===== config.mk =====
export PLATFORM = sky130hd
export DESIGN_NAME = spimux_top
export DESIGN_NICKNAME = d
export VERILOG_FILES = /design/src/logic/spimux_pkg.sv /design/src/logic/spimux_sync.sv /design/src/logic/spimux_top.sv
export SDC_FILE = /design/constraint.sdc
export NUM_CORES = 1
export LEC_CHECK = 0
export BUFFER_PORTS_ARGS = -buffer_cell sky130_fd_sc_hd__clkbuf_2
export CORE_MARGIN = 2
export CORE_UTILIZATION = 30
export CTS_CLUSTER_SIZE = 12
export DETAILED_ROUTE_END_ITERATION = 7
export PLACE_DENSITY_LB_ADDON = 0.3
export SLEW_MARGIN = 40
export SYNTH_ARGS = -nofsm -noshare
export SYNTH_HDL_FRONTEND = slang
export SYNTH_SLANG_ARGS = --single-unit

===== constraint.sdc =====
create_clock -name mclk -period 3.3 [get_ports mclk]
set_input_delay 0.33 -clock mclk [delete_from_list [all_inputs] [get_ports mclk]]
set_output_delay 0.33 -clock mclk [all_outputs]
set_load 0.02 [all_outputs]

===== src/logic/spimux_pkg.sv =====
/*
 Constants for the serial data pin multiplexer of the first serial port.
 Assumes one device clock domain and external pins seen through synchronisers.
*/
// How it works
// (RULE_01) Master samples the master-in line; slave drives it.
// (RULE_02) Unselected slave releases its master-in driver to high impedance.
// (RULE_03) Serial-assigned data pins are open-drain when wired-OR select is set.
// (RULE_04) Unused master-in function leaves the pin as port C bit zero.
// (RULE_05) After reset every data pin is an input with its driver off.
// (RULE_06) Master drives the master-out line; slave samples it.
// (RULE_07) Master presents each bit half a serial clock before the capture edge.
// (RULE_08) Unused master-out function leaves the pin as port C bit one.
// (RULE_09) Data shifts on one serial clock edge and samples on the other.
// (RULE_10) External master holds select low per transfer; our select high as master.
// (RULE_11) Slave selection uses the synchronised select level; drive only while low.
package spimux_pkg;
    localparam int SYNC_STAGES = 2;
    localparam logic PIN_OE_RESET = 1'h0;
    localparam logic PIN_OUT_RESET = 1'h0;
    localparam logic SELECT_RESET = 1'h1;
    localparam logic CLOCK_RESET = 1'h0;
    localparam logic DATA_RESET = 1'h0;
    localparam logic SHIFT_ON_FALL = 1'h1;
    localparam int MISO_BIT = 0;
    localparam int MOSI_BIT = 1;
endpackage


===== src/logic/spimux_sync.sv =====
/*
 Two-flop level synchroniser with a constant reset value per bit.
 Assumes asynchronous inputs and an active-high asynchronous reset.
*/
`timescale 1ns/10ps
module spimux_sync #(
    parameter int WIDTH = 1,
    parameter logic [WIDTH-1:0] RESET_VALUE = '0
) (
    input wire logic mclk,
    input wire logic rst,
    input wire logic [WIDTH-1:0] asyncIn,
    output logic [WIDTH-1:0] syncOut
);
    logic [WIDTH-1:0] firstStage;

    // First stage feeds only the second
    always_ff @(posedge mclk or posedge rst)
    begin
        if (rst)
        begin
            firstStage <= RESET_VALUE;
            syncOut <= RESET_VALUE;
        end
        else
        begin
            firstStage <= asyncIn;
            syncOut <= firstStage;
        end
    end
endmodule


===== src/logic/spimux_top.sv =====
/*
 Pin multiplexer for the two serial data lines of the first serial port.
 Assumes the serial core and port C logic share mclk; pins are asynchronous.
*/
`timescale 1ns/10ps
module spimux_top (
    input wire logic mclk,
    input wire logic rst,
    input wire logic misoFuncEnable,
    input wire logic mosiFuncEnable,
    input wire logic masterMode,
    input wire logic wiredOrSelect,
    input wire logic masterClock,
    input wire logic coreLoad,
    input wire logic coreTxBit,
    input wire logic [1:0] portCOut,
    input wire logic [1:0] portCDir,
    input wire logic port0MasterInSlaveOutIn,
    input wire logic port0MasterOutSlaveInIn,
    input wire logic port0SerialClockIn,
    input wire logic port0SlaveSelectN,
    output logic port0MasterInSlaveOutOut,
    output logic port0MasterInSlaveOutOe,
    output logic port0MasterOutSlaveInOut,
    output logic port0MasterOutSlaveInOe,
    output logic [1:0] portCIn,
    output logic coreRxBit,
    output logic coreRxStrobe,
    output logic coreTxTake,
    output logic slaveSelected
);
    typedef struct packed {
        logic misoOut;
        logic misoOe;
        logic mosiOut;
        logic mosiOe;
        logic clkPrev;
        logic txBit;
        logic rxBit;
        logic rxStrobe;
        logic txTake;
        logic selected;
        logic [1:0] gpioIn;
    } spimux_state_t;

    spimux_state_t state;
    spimux_state_t next_state;
    logic [3:0] pinsSync;
    logic misoSync;
    logic mosiSync;
    logic sclkSync;
    logic selectNSync;

    // Serial clock comes from the far master, so it is sampled like any pin
    spimux_sync #(
        .WIDTH(4),
        .RESET_VALUE({spimux_pkg::SELECT_RESET, spimux_pkg::CLOCK_RESET,
                      spimux_pkg::DATA_RESET, spimux_pkg::DATA_RESET})
    ) pinSync (
        .mclk(mclk),
        .rst(rst),
        .asyncIn({port0SlaveSelectN, port0SerialClockIn,
                  port0MasterOutSlaveInIn, port0MasterInSlaveOutIn}),
        .syncOut(pinsSync)
    );

    assign misoSync = pinsSync[0];
    assign mosiSync = pinsSync[1];
    assign sclkSync = pinsSync[2];
    assign selectNSync = pinsSync[3];

    // Open-drain only pulls low; a high bit releases the wire
    function automatic logic [1:0] driveBit(input logic bitValue, input logic openDrain);
        logic [1:0] result;
        result = 2'h0;
        if (openDrain)
        begin
            // Wired-OR pull-up restores the high level
            result = {1'h0, ~bitValue};
        end
        else
        begin
            result = {bitValue, 1'h1};
        end
        return result;
    endfunction

    always_comb
    begin
        logic activeClock;
        logic slaveSel;
        logic linkActive;
        logic shiftEdge;
        logic sampleEdge;
        logic fallEdge;
        logic riseEdge;
        logic [1:0] drive;
        activeClock = 1'h0;
        slaveSel = 1'h0;
        linkActive = 1'h0;
        shiftEdge = 1'h0;
        sampleEdge = 1'h0;
        fallEdge = 1'h0;
        riseEdge = 1'h0;
        drive = 2'h0;
        next_state = state;
        next_state.rxStrobe = 1'h0;
        next_state.txTake = 1'h0;
        // Core clock in master mode avoids two sync cycles of lag
        if (masterMode)
        begin
            activeClock = masterClock;
        end
        else
        begin
            activeClock = sclkSync;
        end
        // Synced select, so a pin glitch cannot half-drive the line
        slaveSel = !masterMode && !selectNSync; // RULE_11
        linkActive = masterMode || slaveSel; // RULE_10
        fallEdge = state.clkPrev && !activeClock;
        riseEdge = !state.clkPrev && activeClock;
        shiftEdge = spimux_pkg::SHIFT_ON_FALL ? fallEdge : riseEdge; // RULE_09
        sampleEdge = spimux_pkg::SHIFT_ON_FALL ? riseEdge : fallEdge; // RULE_09
        next_state.clkPrev = activeClock;
        next_state.selected = slaveSel;
        // Load wins so a fresh word never starts on a stale bit
        if (coreLoad)
        begin
            next_state.txBit = coreTxBit;
        end
        else if (shiftEdge && linkActive)
        begin
            // Bit lands half a serial period ahead of the capture edge
            next_state.txBit = coreTxBit; // RULE_07
            next_state.txTake = 1'h1;
        end
        if (sampleEdge && linkActive)
        begin
            if (masterMode)
            begin
                next_state.rxBit = misoSync; // RULE_01
            end
            else
            begin
                next_state.rxBit = mosiSync; // RULE_06
            end
            next_state.rxStrobe = 1'h1; // RULE_06
        end
        drive = 2'h0;
        if (misoFuncEnable)
        begin
            if (slaveSel)
            begin
                drive = driveBit(state.txBit, wiredOrSelect); // RULE_03
            end
            else
            begin
                drive = 2'h0; // RULE_02
            end
        end
        else
        begin
            drive = {portCOut[spimux_pkg::MISO_BIT], portCDir[spimux_pkg::MISO_BIT]}; // RULE_04
        end
        next_state.misoOut = drive[1];
        next_state.misoOe = drive[0];
        drive = 2'h0;
        if (mosiFuncEnable)
        begin
            if (masterMode)
            begin
                drive = driveBit(state.txBit, wiredOrSelect); // RULE_06
            end
            else
            begin
                // Slave only listens on this line
                drive = 2'h0; // RULE_06
            end
        end
        else
        begin
            drive = {portCOut[spimux_pkg::MOSI_BIT], portCDir[spimux_pkg::MOSI_BIT]}; // RULE_08
        end
        next_state.mosiOut = drive[1];
        next_state.mosiOe = drive[0];
        // Port C reads the pins even while the serial port owns them
        next_state.gpioIn = {mosiSync, misoSync};
    end

    always_ff @(posedge mclk or posedge rst)
    begin
        if (rst)
        begin
            // Drivers off and pins read as inputs
            state.misoOut <= spimux_pkg::PIN_OUT_RESET; // RULE_05
            state.misoOe <= spimux_pkg::PIN_OE_RESET; // RULE_05
            state.mosiOut <= spimux_pkg::PIN_OUT_RESET; // RULE_05
            state.mosiOe <= spimux_pkg::PIN_OE_RESET; // RULE_05
            state.clkPrev <= spimux_pkg::CLOCK_RESET;
            state.txBit <= spimux_pkg::DATA_RESET;
            state.rxBit <= spimux_pkg::DATA_RESET;
            state.rxStrobe <= 1'h0;
            state.txTake <= 1'h0;
            state.selected <= 1'h0;
            state.gpioIn <= 2'h0;
        end
        else
        begin
            state <= next_state;
        end
    end

    assign port0MasterInSlaveOutOut = state.misoOut;
    assign port0MasterInSlaveOutOe = state.misoOe;
    assign port0MasterOutSlaveInOut = state.mosiOut;
    assign port0MasterOutSlaveInOe = state.mosiOe;
    assign portCIn = state.gpioIn;
    assign coreRxBit = state.rxBit;
    assign coreRxStrobe = state.rxStrobe;
    assign coreTxTake = state.txTake;
    assign slaveSelected = state.selected;
endmodule


; ---- After elaboration in Yosys (flattened, before gate mapping)
; Cells that the tools add are included.
[op_classes]
bitwise = 1
muxes = 12
reduce_logical = 11
[op_table]
columns = op, n
row1 = $mux 2, 5
row2 = $mux 1, 7
row3 = $logic_and 1x1->1, 5
row4 = $logic_not 1->1, 4
row5 = $reduce_bool 2->1, 1
row6 = $logic_or 1x1->1, 1
row7 = $not 1->1, 1
[word_totals]
regBits = 20
wordCells = 37
output_inout_bits = 10
input_bits = 17

; ---- Depth between registers and ports, before layout
; Gate-level depths: netlist of the first run.
[logic_depth]
ltp_word = 6
mapped_depth = 4
mapped_depth_nobuf = 3

; ---- Cells and area by module
; From an unflattened synthesis of the first run, not the netlist that was laid out.
[unflattened]
cells_unflattened = 54
area_unflattened_um2 = 704.4
[by_module_without_submodules]
columns = module, area_per_inst_um2, seq_area_each_um2, cells_each, instances
row1 = spimux_top, 498.0, 300.3, 45, 1
row2 = spimux_sync, 206.4, 202.7, 9, 1

; ---- Worst setup path after synthesis of the first run
; OpenSTA, ideal clock, no wires.
[synth_timing]
path_kind = input-to-reg
start = input masterMode
end = register state, in the netlist coreRxBit
arrival_ns = 1.265
setup_time_ns = 0.128
required_ns = 3.172
setup_slack_ns = 1.907
n_path_buf = 1
cell_stages = 4
cell_sequence = buf_6 -> or3b_1 -> a21oi_2 -> mux2_1
[synth_via]
elab_chain_len = 4
[synth_lines]
columns = item, line
row1 = "start, declared", spimux_top.sv:11  ; input wire logic masterMode,
row2 = $logic_not 1->1, spimux_top.sv:119  ; slaveSel = !masterMode && !selectNSync;
row3 = $logic_and 1x1->1, spimux_top.sv:119
row4 = $logic_or 1x1->1, spimux_top.sv:120  ; linkActive = masterMode || slaveSel;
row5 = $logic_and 1x1->1, spimux_top.sv:138  ; if (sampleEdge && linkActive)
row6 = "end signal, assigned", spimux_top.sv:210  ; state <= next_state;
row7 = "end, declared", spimux_top.sv:46  ; spimux_state_t state;
; Several ways; a longest one is shown, not always the timed one.
; A chain may end at the register's enable or synchronous reset.

; ---- Worst setup path after layout of the first run
[layout_timing]
start = register pinSync.syncOut[3]
end = register state, in the netlist coreRxBit
[layout_via]
elab_chain_len = 4
[layout_lines]
columns = item, line
row1 = "start, declared", spimux_sync.sv:13  ; output logic [WIDTH-1:0] syncOut
row2 = "start signal, assigned", spimux_sync.sv:28  ; syncOut <= firstStage;
row3 = $logic_not 1->1, spimux_top.sv:119
row4 = $logic_and 1x1->1, spimux_top.sv:119
row5 = $logic_or 1x1->1, spimux_top.sv:120
row6 = $logic_and 1x1->1, spimux_top.sv:138
; No other way between the ends.

==> results of run 1 <==
cells in the final DEF (no fill, tap or decap):
cell type and n:
clkinv_1 1, clkbuf_2 26, nand4b_1 2, nor3_1 2, dfrtp_1 18, o21ai_0 7
bufinv_16 1, nand2_1 2, mux2_1 1, nor2_1 2, nor2b_1 2, dfstp_2 2
o2bb2ai_1 1, or3b_1 1, clkbuf_4 3, mux2_2 1, nand3_1 2, inv_1 5
a21oi_2 1
logic make-up (layout without fill, tap and decap cells):
family          after synthesis  after routing
flops                        20             20
simple gates                 13             13
compound gates                9              9
buf+inv                       9             36
mux                           2              2
through the flow:
| step | setup WS, ns | power (uW) |
|---|---|---|
| after floorplan | 1.91 | 308 |
| after global placement | 1.84 | 329 |
| after detailed placement | 1.80 | 330 |
| after CTS | 1.92 | 528 |
| after global routing | 1.86 | 545 |
| final | 1.93 | 517 |
final timing paths:
path	startpoint	to	slack, ns	cells past startpoint
setup / recovery	pinSync.syncOut[3]	coreRxBit	1.93	3
hold / removal	rst	pinSync.syncOut[2]	0.02	2
setup reg to reg	pinSync.syncOut[3]	coreRxBit	1.93	3
hold reg to reg	pinSync.firstStage[3]	pinSync.syncOut[3]	0.36	0
max in group asynchronous	rst	pinSync.firstStage[3]	2.92	2
min in group mclk	port0SlaveSelectN	pinSync.firstStage[3]	0.11	1
metal layers:
layer	wire length (um)	up-vias	global-route usage (%)
met1	449	223	11.5
met3	75	2	2.86
met2	526	11	12.9
met5	0	-	0
met4	9	0	5.13
li1	-	228	-
layout make-up:
type                       count  area [um2]
tap                           28        35.0
inverter                       6        22.5
fill                         229        1320
timing repair buffer          26         130
clock inverter                 1        30.0
multi-input combinational     24         149
sequential                    20         503
clock buffer                   3        22.5
sequential cells by signal, indices dropped and copies added (netlist names):
name,flops
pinSync.firstStage,4
pinSync.syncOut,4
portCIn,2
state,2
coreRxBit,1
coreRxStrobe,1
coreTxTake,1
port0MasterInSlaveOutOe,1
port0MasterInSlaveOutOut,1
port0MasterOutSlaveInOe,1
port0MasterOutSlaveInOut,1
slaveSelected,1
synth_stat cells:
cell type	instances
or3b_1	1
inv_1	6
nor3_1	2
o2bb2ai_1	1
nor2b_1	2
nand4b_1	2
mux2_1	1
mux2_2	1
a21oi_2	1
nor2_1	2
o21ai_0	7
buf_4	2
nand3_1	2
dfstp_2	2
nand2_1	2
dfrtp_1	18
buf_6	1
critical path, delay by kind of cell (launching register included):
family           cells  cell delay (ns)
flip-flops           1             0.39
AND/OR/NAND/NOR      1             0.38
multiplexers         1             0.33
AO/OA/AOI/OAI        1             0.16
power by group through the flow:
| stage | combinational [uW] | clock [uW] | sequential (uW) |
|---|---|---|---|
| 2_1_floorplan | 23.0 | 0 | 285 |
| 3_3_place_gp | 54.0 | 0 | 275 |
| 3_5_place_dp | 54.7 | 0 | 276 |
| 4_1_cts | 54.9 | 202 | 271 |
| 5_1_grt | 60.2 | 212 | 273 |
| 6_report | 53.5 | 193 | 270 |
==> metrics.md, run 1 <==
| Metric | Value |
|---|---|
| Actual slew at the worst max-slew pin | `0.678 ns` |
| Yosys reg bits | `20` |
| Min Tclk post-route | `1.37 ns` |
| GRT Total Usage | `8.88%` |
| Switching power | `110 uW` |
| Slowest CP cell | `dfstp_2` |
| Router iterations before antenna repair | `3` |
| Post-CTS Setup Inserts | `0` |
| Comb power frac | `10.4%` |
| GP Congestion | `0.640` |
| Reg clk slew, reported paths | `0.11 ns` |
| DIE AREA | `2740 um2` |
| Buffer levels on the longest clock path | `2` |
| Nature of the critical path startpoint | `register` |
| Worst hold slack | `0.0153 ns` |
| Post-synthesis cell type count | `17` |
| Core area | `2210 um2` |
| Sequential power share | `52.3%` |
| Drt total wl | `1060 um` |
| 1st-iter DRT viols | `2` |
| Final Setup Violations | `0` |
| DP Wirelength | `843 um` |
| Nets@finish | `98` |
| Io pins | `27` |
| Pwr dens | `579 nW/um2` |
| Clk network pwr share | `37.4%` |
| CTS Hold Bufs | `0` |
| Fmax | `728 MHz` |
| Initial Util | `31.7%` |
| Top cells by area, synth | `dfrtp_1, dfstp_2, o21ai_0, inv_1, nand4b_1` |
| Clk_lat worst skew | `0.29 ns` |
| Diode count | `0` |
| CTS Sinks | `20` |
| Slew HR | `54.5%` |
| Row count | `17` |
| Largest family of logic cells by synthesized area | `simple AND/OR/NAND/NOR gates` |
| Maximum VDD drop | `0.266 mV` |
| Clock root cell | `clkbuf_4` |
| DRC Markers | `0` |
| YS warnings | `0` |
| Final Cell Area | `892 um2` |
| Post-Place Cells | `104` |
| Worst-path cell chain | `or3b_1 > a21oi_2 > mux2_1` |
| Mux share of post-synthesis cell area | `3.21%` |
| Pint | `407 uW` |
| Area Growth Syn to Fin | `27.3%` |
| Port bufs | `26` |
| Critical path class | `reg -> reg` |
| XOR/XNOR Fraction of Synth Area | `0%` |
| H-tree levels | `1` |
| Final ANT Viol Nets | `0` |
| Max incr delay on CP | `0.39 ns` |
| Die H | `52.3 um` |
| Pin count of the biggest net entering global routing | `21` |
| Clk_skew | `0.00558 ns` |
| Initial antenna violation count | `0` |
| Fraction of layout cells with a size suffix above 1 | `42.5%` |
| Cell Area, Synth | `701 um2` |
| Yosys top cell by area | `dfrtp_1` |
| Switching Share | `21.3%` |
| Top cell type's share of synthesized area | `64.3%` |
| Total Negative Setup Slacks | `0 ns` |
| Final Max Slew Viols | `0` |
| Min-delay worst type | `in -> async` |
| CTS Buf Count | `3` |
| Critical path arrival | `1.56 ns` |
| Final Hold Vio Count | `0` |
| Vias in the first global route | `418` |
| Compound-Gate Fraction of Synth Area | `7.50%` |
| Synth Area in Adders | `0%` |
| Mapped Cells | `53` |
| First-pass GRT wire length | `1750 um` |
| CP endpoint kind | `register` |
| Die W | `52.3 um` |
| Register area share after synthesis | `71.8%` |
| Post-DR vias/cell | `4.30` |
| LEAKAGE | `0.000448 uW` |
| Fin util | `40.3%` |
| Post-synthesis simple-gate area fraction | `10.5%` |
| Placed Instance Area | `840 um2` |
| Layout Cells excl Fill | `108` |
| Via count of the routed design | `464` |
| Critical Path Fanout Max | `3` |
| CTS tree | `built` |
| Mapped Nets | `70` |
| Status | `finished, final reports clean` |
| Period utilisation layout | `41.6%` |
| CTS resizes | `0` |
| Drt wl/cell | `9.82 um` |
| Syn_area_per_cell | `13.2 um2` |
| Max-cap check violation count | `0` |
| Grt total ovfl | `0` |
| RSZ-0062 raised after global routing | `false` |
| Critical Path RT | `3.49 ns` |
Power figures use the tool's default switching activity.
==> inputs of run 2 (changes only) <==
--- a/config.mk
+++ b/config.mk
@@ -5,6 +5,7 @@
 export SDC_FILE = /design/constraint.sdc
 export NUM_CORES = 1
 export LEC_CHECK = 0
+export ABC_AREA = 1
 export BUFFER_PORTS_ARGS = -buffer_cell sky130_fd_sc_hd__clkbuf_2
 export CORE_MARGIN = 2
 export CORE_UTILIZATION = 30
==> constraint.sdc (replaced) <==
create_clock -name mclk -period 1.25 [get_ports mclk]
set_input_delay 0.125 -clock mclk [delete_from_list [all_inputs] [get_ports mclk]]
set_output_delay 0.125 -clock mclk [all_outputs]
set_load 0.02 [all_outputs]
==> metrics.md, run 2 <==
| Metric | Value |
|---|---|
| Hold Crit Start | `coreTxBit` |
| GP Congestion | `0.665 (was 0.640)` |
| Metal3 WL | `56 um (was 75 um)` |
| First-pass GRT wire length | `1930 um (was 1750 um)` |
| Grt total ovfl | `0 (unchanged)` |
| Sequential power share | `60.0% (was 52.3%)` |
| Reg clk slew, reported paths | `0.10 ns (was 0.11 ns)` |
| Worst reg2reg startpoint | `pinSync.syncOut[3] (unchanged)` |
| Core area | `2210 um2 (unchanged)` |
| Count leader, synth | `dfrtp_1 (unchanged)` |
| 1st-iter DRT viols | `4 (was 2)` |
| Pwr dens | `1240 nW/um2 (was 579 nW/um2)` |
| Vias in the first global route | `478 (was 418)` |
| Min Tclk post-route | `0.966 ns` |
| Router iterations before antenna repair | `4 (was 3)` |
| Area Growth Syn to Fin | `34.5% (was 27.3%)` |
| Clock root cell | `clkbuf_4 (unchanged)` |
| Pin count of the biggest net entering global routing | `21 (unchanged)` |
| GRT Total Usage | `10.0% (was 8.88%)` |
| Critical Path RT | `1.12 ns (was 3.49 ns)` |
| Mapped Cells | `64 (was 53)` |
| LEAKAGE | `0.000534 uW (was 0.000448 uW)` |
| Nature of the critical path startpoint | `register (unchanged)` |
| Post-DR vias/cell | `3.89 (was 4.30)` |
| Status | `finished, final reports clean (unchanged)` |
| Ys flop type | `dfrtp_1 (unchanged)` |
| Commonest non-fill, non-tap cell in the layout | `clkbuf_2 (unchanged)` |
| Total Negative Setup Slacks | `0 ns (unchanged)` |
| Buffer levels on the longest clock path | `2 (unchanged)` |
| YS warnings | `0 (unchanged)` |
| Slowest CP cell | `dfrtp_1 (was dfstp_2)` |
| Final Max Slew Viols | `0 (unchanged)` |
| Actual slew at the worst max-slew pin | `0.243 ns (was 0.678 ns)` |
| DP Worst Slack | `0.305 ns (was 1.80 ns)` |
| DP Wirelength | `903 um (was 843 um)` |
| Yosys reg bits | `20 (unchanged)` |
| Critical path arrival | `0.84 ns (was 1.56 ns)` |
| Fraction of layout cells with a size suffix above 1 | `39.4% (was 42.5%)` |
| Final Setup Violations | `0 (unchanged)` |
| Syn_area_per_cell | `11.1 um2 (was 13.2 um2)` |
| RSZ-0062 raised after global routing | `false (unchanged)` |
| Clk_skew | `0.00325 ns (was 0.00558 ns)` |
| Io pins | `27 (unchanged)` |
| Clk_lat worst skew | `0.29 ns (about the same)` |
| Top cells by area, synth | `dfrtp_1, nand2_1, dfstp_2, inv_1, o22ai_1 (was dfrtp_1, dfstp_2, o21ai_0, inv_1, nand4b_1)` |
| Drt wl/cell | `8.91 um (was 9.82 um)` |
| Fmax | `1030 MHz` |
| Synth cell count leaders | `dfrtp_1, nand2_1, inv_1 (was dfrtp_1, o21ai_0, inv_1)` |
| Diode count | `0 (unchanged)` |
| Met1 WL | `450 um (was 449 um)` |
| Period utilisation layout | `77.3%` |
| Comb power frac | `14.5% (was 10.4%)` |
| Pint | `888 uW (was 407 uW)` |
| DRC Markers | `0 (unchanged)` |
| Initial Util | `32.0% (was 31.7%)` |
| Crit-path leading delay family | `flip-flops (unchanged)` |
| Min-delay worst type | `in -> reg (was in -> async)` |
| Mapped Nets | `81 (was 70)` |
| Post-synthesis cell type count | `13 (was 17)` |
| Fin worst setup slack | `0.284 ns (was 1.93 ns)` |
| Post-CTS Setup Inserts | `0 (unchanged)` |
| Slew HR | `83.8% (was 54.5%)` |
| CTS tree | `built (unchanged)` |
| CTS Buf Count | `3 (unchanged)` |
| Most frequent cells in the layout | `clkbuf_2, dfrtp_1, nand2_1, inv_1, dlygate4sd3_1 (was clkbuf_2, dfrtp_1, o21ai_0, inv_1, clkbuf_4)` |
| Drt total wl | `1130 um (was 1060 um)` |
| Yosys top cell by area | `dfrtp_1 (unchanged)` |
| CTS Sinks | `20 (unchanged)` |
| Switching power | `293 uW (was 110 uW)` |
| H-tree levels | `1 (unchanged)` |
| Post-synth EDFFs | `0 (unchanged)` |
| Cell Area, Synth | `708 um2 (was 701 um2)` |
| Maximum VDD drop | `0.683 mV (was 0.266 mV)` |
| Final ANT Viol Nets | `0 (unchanged)` |
| Met2 wire len | `613 um (was 526 um)` |
| Setup crit start | `coreRxBit (was pinSync.syncOut[3])` |
| Final Hold Vio Count | `0 (unchanged)` |
| Max incr delay on CP | `0.40 ns (was 0.39 ns)` |
| Initial antenna violation count | `0 (unchanged)` |
| Critical path class | `reg -> out (was reg -> reg)` |
| CP endpoint kind | `output pin (was register)` |
| Row count | `17 (unchanged)` |
| Worst-path cell chain | `clkbuf_2 (was or3b_1 > a21oi_2 > mux2_1)` |
| Top Layer Used | `met4 (unchanged)` |
| Post-synth ARST share | `100% (unchanged)` |
| Clk network pwr share | `25.5% (was 37.4%)` |
| Register area share after synthesis | `71.0% (was 71.8%)` |
| Die H | `52.6 um (was 52.3 um)` |
| Via count of the routed design | `494 (was 464)` |
| Port bufs | `26 (unchanged)` |
| Top cell type's share of synthesized area | `63.6% (was 64.3%)` |
| Nets@finish | `117 (was 98)` |
| Critical Path Fanout Max | `2 (was 3)` |
| DIE AREA | `2770 um2 (was 2740 um2)` |
| Switching Share | `24.8% (was 21.3%)` |
| Die W | `52.6 um (was 52.3 um)` |
| Max-cap check violation count | `0 (unchanged)` |
| Largest regs | `pinSync.firstStage (4), pinSync.syncOut (4) (unchanged)` |
| WP buf/inv | `1 (was 0)` |
==> run 2: cell count changes after synthesis, moves of 2 or more <==
cell / change
o22ai_1: +4
nor2b_1: -2
o21ai_0: -7
nor3_1: -2
nand4b_1: -2
inv_1: +5
nand2_1: +15
nand2_2: +2
==> run 2: cells by family after synthesis <==
group           Yosys count  share of synthesized area [%]
flops                    20                           71.0
compound gates            7                           7.24
buf+inv                  15                           9.19
simple gates             22                           12.5
==> run 2: power groups by stage <==
stage                     Combinational (uW)  Clock (uW)  Sequential, uW
final                                    171         301             710
after global routing                     194         358             715
after CTS                                175         320             711
after detailed placement                 160           0             723
after global placement                   158           0             722
after floorplan                         69.7           0             748
==> run 2: layout make-up <==
cell class,instances,area (um2)
fill,221,1260
sequential,20,503
timing repair buffer,33,198
multi-input combinational,29,140
inverter,13,50.0
tap,28,35.0
clock buffer,4,26.3
==> run 2: what timing repair did <==
action                                 CTS  global route
gates resized for setup                  0             0
endpoints found under the hold margin   23             0
hold buffers                             6             0
==> run 2: final timing paths <==
kind,end,slack [ns],cells past startpoint
max in group asynchronous,pinSync.syncOut[3],0.61,4
min in group asynchronous,pinSync.firstStage[2],0.38,4
hold / removal,state[6],0.04,3
setup / recovery,coreRxBit,0.28,1
setup reg to reg,state[6],0.30,5
hold reg to reg,pinSync.syncOut[1],0.36,0
==> run 2: metal layers <==
| metal | vias up | track usage [%] |
|---|---|---|
| met5 | - | 0 |
| met1 | 218 | 11.9 |
| met4 | 0 | 6.41 |
| li1 | 263 | - |
| met3 | 2 | 2.57 |
| met2 | 11 | 16.0 |
==> run 2: stage by stage <==
stage	instances	util, %	total power, uW	hold slack [ns]	cell area, um2
after floorplan	64	-	818	0.0873	708
after global placement	117	39.1	880	0.135	866
after detailed placement	117	39.1	884	0.149	866
after CTS	127	43.0	1210	0.0339	952
after global routing	127	43.0	1270	0.0294	952
final	127	43.0	1180	0.0391	952
==> run 2: tightest hold or removal path, delay by kind of cell <==
| family | cells | cell delay, ns |
|---|---|---|
| buffers and inverters | 1 | 0.08 |
| AND/OR/NAND/NOR | 2 | 0.10 |
